**src/pkg/sfpg_pkg.sv**
```systemverilog
// package: timing constants, pin positions and power states of the power-up gate
package sfpg_pkg;
	// system clock rate
	localparam int unsigned CLK_MHZ = 250;
	// longest internal delay before program or erase, in ms
	localparam int unsigned PUW_MS = 3;
	// longest time converted to whole cycles
	localparam int unsigned PUW_CYCLES_DFLT = (PUW_MS * 1000 * CLK_MHZ);
	// host-side least wait from supply good to select low, in us (kept by host)
	localparam int unsigned VCSL_US = 70;
	// synchroniser lane positions
	localparam int unsigned PIN_POR = 0;
	localparam int unsigned PIN_CS = 1;
	localparam int unsigned PIN_SCK = 2;
	localparam int unsigned PIN_W = 3;
	// idle levels: por active, select high, clock low
	localparam logic [2:0] PIN_RST = 3'h3;
	// power state of the device
	typedef enum logic [1:0]
	{
		st_por,
		st_wait,
		st_standby,
		st_active
	} sfpg_state_t;
endpackage

```
**src/pkg/sfpg_if.sv**
```systemverilog
// interface: raw pins into the synchroniser and the filtered levels back out
interface sfpg_if;
	import sfpg_pkg::*;
	// raw asynchronous pin levels
	logic [PIN_W-1:0] raw;
	// filtered levels in the system clock domain
	logic [PIN_W-1:0] clean;
	modport sync (input raw, output clean);
	modport user (output raw, input clean);
endinterface

```
**src/rtl/sfpg_sync.sv**
```systemverilog
// module: three-stage pin synchroniser with agreement filter
module sfpg_sync
	import sfpg_pkg::*;
#(
	parameter int unsigned W = PIN_W,
	parameter logic [W-1:0] RST = PIN_RST
)
(
	input wire logic clk_sys,
	input wire logic reset_n,
	sfpg_if.sync pins
);
	// three stages per lane
	logic [W-1:0] ff1_r;
	logic [W-1:0] ff2_r;
	logic [W-1:0] ff3_r;
	logic [W-1:0] clean_r;
	logic [W-1:0] clean_nxt;

	// a lane only changes once stages two and three agree
	genvar i;
	generate
		for (i = 0; i < W; i++)
		begin : g_lane
			always_comb
			begin
				clean_nxt[i] = (ff2_r[i] == ff3_r[i]) ? ff3_r[i] : clean_r[i];
			end
		end
	endgenerate

	// stage one feeds only stage two, so metastability never reaches logic
	always_ff @(posedge clk_sys or negedge reset_n)
	begin
		if (!reset_n)
		begin
			ff1_r <= RST;
			ff2_r <= RST;
			ff3_r <= RST;
			clean_r <= RST;
		end
		else
		begin
			ff1_r <= pins.raw;
			ff2_r <= ff1_r;
			ff3_r <= ff2_r;
			clean_r <= clean_nxt;
		end
	end

	assign pins.clean = clean_r;
endmodule

```
**src/rtl/sfpg_gate.sv**
```systemverilog
// module: power-on and reset entry gate of the serial flash interface
// How it works
// - output stays high impedance until commanded
// - instructions need a select falling edge first
// - sample clock idle level at select fall
// - power-on reset ignores all commands
// - program or erase blocked until delay ends
// - after delay: standby if deselected, else active
module sfpg_gate
	import sfpg_pkg::*;
#(
	parameter int unsigned PUW_CYCLES = PUW_CYCLES_DFLT,
	parameter int unsigned CNT_W = $clog2(PUW_CYCLES + 1)
)
(
	input wire logic clk_sys,
	input wire logic reset_n,
	input wire logic por_active,
	input wire logic cs_n,
	input wire logic sck,
	input wire logic so_drive,
	input wire logic so_data,
	input wire logic pe_req,
	output logic so_out,
	output logic so_oe,
	output logic cmd_start,
	output logic frame_open,
	output logic clk_mode3,
	output logic pe_grant,
	output logic pe_ready,
	output sfpg_pkg::sfpg_state_t pwr_state
);
	import sfpg_pkg::*;

	// pins cross into the clock domain through the filter
	sfpg_if pins ();
	logic por_s;
	logic cs_s;
	logic sck_s;

	assign pins.raw[PIN_POR] = por_active;
	assign pins.raw[PIN_CS] = cs_n;
	assign pins.raw[PIN_SCK] = sck;

	sfpg_sync #(.W(PIN_W), .RST(PIN_RST)) u_sync
	(
		.clk_sys(clk_sys),
		.reset_n(reset_n),
		.pins(pins)
	);

	assign por_s = pins.clean[PIN_POR];
	assign cs_s = pins.clean[PIN_CS];
	assign sck_s = pins.clean[PIN_SCK];

	// state and its next values
	sfpg_state_t st_r;
	sfpg_state_t st_nxt;
	logic [CNT_W-1:0] cnt_r; // power-up delay counter
	logic [CNT_W-1:0] cnt_nxt;
	logic cs_prev_r; // select level one cycle back
	logic cs_prev_nxt; // forced low under power-on reset so a held-low select never looks like a fall
	logic open_r; // a valid frame is in progress
	logic open_nxt;
	logic mode_r; // 1 = clock mode 3, 0 = mode 0
	logic mode_nxt;
	logic start_r; // one-cycle instruction start
	logic start_nxt;
	logic so_oe_r;
	logic so_oe_nxt;
	logic so_out_r;
	logic so_out_nxt;
	logic cs_fall;
	logic delay_done;

	// select high-to-low seen on the filtered level
	assign cs_fall = cs_prev_r & ~cs_s;
	assign delay_done = (cnt_r == CNT_W'(PUW_CYCLES - 1));

	// next-state logic for power state, frame and output driver
	always_comb
	begin
		st_nxt = st_r;
		cnt_nxt = cnt_r;
		open_nxt = open_r;
		mode_nxt = mode_r;
		start_nxt = 1'b0;
		so_oe_nxt = 1'b0;
		so_out_nxt = so_data;
		cs_prev_nxt = cs_s;
		if (por_s)
		begin
			st_nxt = st_por;
			cnt_nxt = '0;
			open_nxt = 1'b0;
			// disarm edge detector until select is seen high
			cs_prev_nxt = 1'b0;
		end
		else
		begin
			case (st_r)
				st_por:
				begin
					// delay starts once the supply is valid
					st_nxt = st_wait;
					cnt_nxt = '0;
				end
				st_wait:
				begin
					if (delay_done)
						st_nxt = cs_s ? st_standby : st_active;
					else
						cnt_nxt = cnt_r + CNT_W'(1);
				end
				default:
				begin
					// track select level once settled
					st_nxt = cs_s ? st_standby : st_active;
				end
			endcase
			if (cs_fall)
			begin
				open_nxt = 1'b1;
				start_nxt = 1'b1;
				mode_nxt = sck_s;
			end
			else if (cs_s)
			begin
				open_nxt = 1'b0;
			end
			so_oe_nxt = open_r & ~cs_s & so_drive;
		end
	end

	// registers only; a select held low through reset release never opens a frame
	always_ff @(posedge clk_sys or negedge reset_n)
	begin
		if (!reset_n)
		begin
			st_r <= st_por;
			cnt_r <= '0;
			cs_prev_r <= 1'b1;
			open_r <= 1'b0;
			mode_r <= 1'b0;
			start_r <= 1'b0;
			so_oe_r <= 1'b0;
			so_out_r <= 1'b0;
		end
		else
		begin
			st_r <= st_nxt;
			cnt_r <= cnt_nxt;
			cs_prev_r <= cs_prev_nxt;
			open_r <= open_nxt;
			mode_r <= mode_nxt;
			start_r <= start_nxt;
			so_oe_r <= so_oe_nxt;
			so_out_r <= so_out_nxt;
		end
	end

	assign pe_ready = (st_r == st_standby) || (st_r == st_active);
	assign pe_grant = pe_req & open_r & pe_ready & ~por_s;

	assign so_out = so_out_r;
	assign so_oe = so_oe_r;
	assign cmd_start = start_r;
	assign frame_open = open_r;
	assign clk_mode3 = mode_r;
	assign pwr_state = st_r;

	// helper: cycles since supply valid, saturating, read only by checks
	logic [CNT_W-1:0] since_r;
	always_ff @(posedge clk_sys or negedge reset_n)
	begin
		if (!reset_n)
			since_r <= '0;
		else if (por_s)
			since_r <= '0;
		else if (since_r != CNT_W'(PUW_CYCLES))
			since_r <= since_r + CNT_W'(1);
	end
endmodule

```
**config.mk**
```make
export PLATFORM = sky130hd
export DESIGN_NAME = sfpg_gate
export DESIGN_NICKNAME = d
export VERILOG_FILES = /design/src/pkg/sfpg_pkg.sv /design/src/pkg/sfpg_if.sv /design/src/rtl/sfpg_sync.sv /design/src/rtl/sfpg_gate.sv
export SDC_FILE = /design/constraint.sdc
export NUM_CORES = 1
export LEC_CHECK = 0
export ABC_AREA = 1
export BUFFER_PORTS_ARGS = -buffer_cell sky130_fd_sc_hd__clkbuf_2
export CORE_MARGIN = 4
export CORE_UTILIZATION = 62
export DETAILED_ROUTE_END_ITERATION = 8
export HOLD_SLACK_MARGIN = 0.08
export PLACE_DENSITY_LB_ADDON = 0.12
export SYNTH_ARGS = -nofsm -noshare
export SYNTH_HDL_FRONTEND = slang
export SYNTH_SLANG_ARGS = --single-unit
```
**constraint.sdc**
```tcl
create_clock -name clk_sys -period 3.4 [get_ports clk_sys]
set_input_delay 0.68 -clock clk_sys [delete_from_list [all_inputs] [get_ports clk_sys]]
set_output_delay 0.68 -clock clk_sys [all_outputs]
set_load 0.01 [all_outputs]
```
==> impl_metrics.py <==
metrics = {
    "run_status": {
        "outcome": "finished clean",
    },
    "worst_setup_path": {
        "worst_ep_arrival_time_ps": 1320,
        "r2r-start": "cnt_r[0]",
        "crit_fanout": 11,
        "cp.required_ps": 2720,
        "cp-end-kind": "primary output",
        "startpoint_type": "flop",
        "regToRegSetupSlack_ps": 1650,
        "r2r_cells": 9,
        "worst_r2r_endpoint": "cnt_r[1]",
        "critical_path_class": "reg -> out",
    },
    "sta": {
        "finalCritPeriodShare_pct": 58.8,
        "rsz0062_at_grt": "no",
        "setup_viol": 0,
        "final-hold-violation-count": 0,
        "relSlewSlack_pct": 36.3,
        "fmax_ghz": 0.500,
        "fin_skew_ps": 8.18,
        "worst_pin_slew_ps": 955,
        "drv_slew": 0,
        "finalCriticalPeriod_ps": 2000,
        "finalSetupTns_ps": 0,
        "fin_hold_ws_ps": 364,
    },
    "routing": {
        "viasPerCell": 5.29,
        "drcViolationCount": 0,
        "postRouteWirelength_um": 4210,
        "drtPass1Iterations": 4,
        "wl_per_cell_um": 13.4,
        "vias": 1665,
        "antenna_left": 0,
        "drtIter0Drc": 155,
    },
    "clock_tree": {
        "holdBufCountCts": 0,
        "cts_buffers": 5,
        "clock_path_buffers": 2,
        "post_cts_resized": 0,
        "root_buffer": "clkbuf_4",
        "cts_setup_buffers": 0,
        "cts.sinks": 40,
        "cts_tree": "yes",
        "htree_levels": 2,
        "clkTransAtPathRegs_ps": 120,
        "clkLatencyLatePin_ps": 360,
    },
    "power": {
        "vdd_drop_max_mv": 0.389,
        "power.density_nw_per_um2": 453,
        "finalPower_mw": 1.00,
        "leakagePower_nw": 1.04,
    },
    "worst_hold_path": {
        "hold_class": "reg -> reg",
        "hold_depth": 0,
        "worst_hold_path.endpoint": "u_sync.ff2_r[2]",
        "hp-start": "u_sync.ff1_r[2]",
    },
    "yosys": {
        "synthCells": 253,
        "synth_nets": 262,
        "yosysUniqueCellTypes": 32,
        "synth_sequential_area_ratio_pct": 49.1,
        "synth-xor-area-share_pct": 1.70,
        "synthAdderAreaFrac_pct": 2.07,
        "yosys_warnings": 0,
        "synthMuxAreaShare_pct": 0.547,
        "synth_compound_area_share_pct": 5.65,
        "synthSimpleGateAreaFrac_pct": 32.8,
        "synth-seq-cells": 40,
        "netlist_area_um2": 2060,
        "synth_top_family_by_area": "simple AND/OR/NAND/NOR gates",
        "avgSynthCellArea_um2": 8.14,
    },
    "floorplan": {
        "fp.dieH_um": 65.6,
        "ios": 17,
        "rows": 20,
        "dieArea_um2": 4310,
        "coreArea_um2": 3100,
        "die_x_um": 65.6,
        "start_util_pct": 66.4,
    },
    "cells_and_area": {
        "multi_input_area_um2": 881,
        "drive_above_1_share_pct": 15.9,
        "fin_cells": 315,
        "n_fill_cell": 272,
        "area_growth_pct": 7.29,
        "nNetsFinal": 279,
        "finish.utilization_pct": 71.2,
        "ff_latch_area_um2": 1010,
        "n_antenna_cell": 0,
    },
    "placement": {
        "place_inst": 307,
        "dp_hpwl_um": 3030,
        "place.gp.congestion": 0.928,
        "port_buffers": 16,
    },
    "flow_run": {
        "drv_cap": 0,
    },
    "grt": {
        "grt_pass1_vias": 1549,
        "grt_max_degree": 41,
        "grt_use_total_pct": 22.6,
        "grt-ovfl-total": 0,
        "grt_pass1_wl_um": 7250,
        "grt_antenna_before_repair": 0,
    },
}
==> where the power goes <==
| group | switching, mW | internal (mW) | total, mW |
|---|---|---|---|
| clock | 0.165 | 0.100 | 0.265 |
| combinational | 0.134 | 0.0554 | 0.190 |
| sequential | 0.0313 | 0.515 | 0.546 |
| total | 0.330 | 0.671 | 1.00 |
==> worst max-delay path, cell delays in order (launching register included) <==
cell and delay [ps]:
dfstp_2 750, nor2_1 80, clkbuf_2 130
==> registers in the layout, indices dropped and copies added (netlist names) <==
signal / cells
u_sync.ff2_r: 3
so_out: 1
clk_mode3: 1
u_sync.ff3_r: 3
cnt_r: 20
u_sync.pins.clean: 3
cmd_start: 1
so_oe: 1
frame_open: 1
cs_prev_r: 1
pwr_state: 2
u_sync.ff1_r: 3
==> area by class of cell <==
type,count,area share [%]
Clock inverter,2,0.680
Clock buffer,6,2.32
Multi-Input combinational cell,177,39.9
Inverter,30,5.21
Tap cell,44,2.49
Sequential cell,40,45.8
Timing Repair Buffer,16,3.62
==> layer usage <==
metal	global-route usage (%)	wire length, um	vias up	share of wire [%]
li1	-	-	842	-
met1	30.8	1990	767	47
met2	34.2	1920	47	45
met3	4.10	216	9	5.1
met4	11.7	87	0	2.1
met5	0	0	-	0
==> synth_stat cells <==
master | number | share of area (%)
nand2_1 | 72 | 13
nor2_1 | 34 | 6.2
dfrtp_1 | 31 | 38
inv_1 | 29 | 5.3
nand3_1 | 19 | 4.6
nand4_1 | 11 | 3.3
dfstp_2 | 9 | 11
o21ai_0 | 8 | 1.9
o21ai_1 | 5 | 1.2
nor3_1 | 4 | 0.97
xor2_1 | 4 | 1.7
maj3_1 | 3 | 1.5
a21oi_1 | 2 | 0.49
clkbuf_1 | 2 | 0.36
nor2_4 | 2 | 1.1
o21ai_2 | 2 | 0.85
a21o_1 | 1 | 0.36
a21oi_2 | 1 | 0.43
and2_1 | 1 | 0.30
buf_12 | 1 | 0.97
buf_2 | 1 | 0.24
buf_4 | 1 | 0.36
buf_6 | 1 | 0.55
ha_1 | 1 | 0.61
inv_4 | 1 | 0.30
mux2_2 | 1 | 0.55
nand2_4 | 1 | 0.55
nand2_8 | 1 | 0.97
nand3b_1 | 1 | 0.36
nor2_8 | 1 | 0.97
o21bai_1 | 1 | 0.36
or2_1 | 1 | 0.30
==> placed cells by master, fill, tap and decap left out, types with 2 or more instances in the layout <==
master      instances
o21ai_1             5
clkinvlp_4          2
inv_1              29
nor3_1              4
xor2_1              4
o21ai_0             8
nor2_4              2
dfrtp_1            31
nor2_1             34
dfstp_2             9
o21ai_2             2
maj3_1              3
nand3_1            19
clkbuf_4            5
nand2_1            72
a21oi_1             2
clkbuf_2           16
nand4_1            11
==> cell families after synthesis <==
| group | count (synthesis) |
|---|---|
| muxes | 1 |
| AOI/OAI and AO/OA | 20 |
| and+or+nand+nor | 148 |
| DFF | 40 |
| buffers and inverters | 36 |
| adders and majority gates | 4 |
| xor gates and xnor gates | 4 |
==> stage by stage <==
step,area [um^2],worst slack [ps]
floorplan,2060,1810
global placement,2140,1680
detailed placement,2140,1670
CTS,2210,1380
global route,2210,1330
finish,2210,1400
==> worst max-delay path by stage <==
| stage | slack, ps | to | cells past startpoint | start |
|---|---|---|---|---|
| floorplan | 1810 | pe_grant | 2 | pe_req |
| global placement | 1680 | pe_grant | 4 | pe_req |
| detailed placement | 1670 | pe_grant | 4 | pe_req |
| CTS | 1380 | pe_grant | 2 | u_sync.pins.clean[0] |
| global route | 1330 | pe_grant | 2 | u_sync.pins.clean[0] |
| finish | 1400 | pe_grant | 2 | u_sync.pins.clean[0] |
Power figures use the tool's default switching activity.
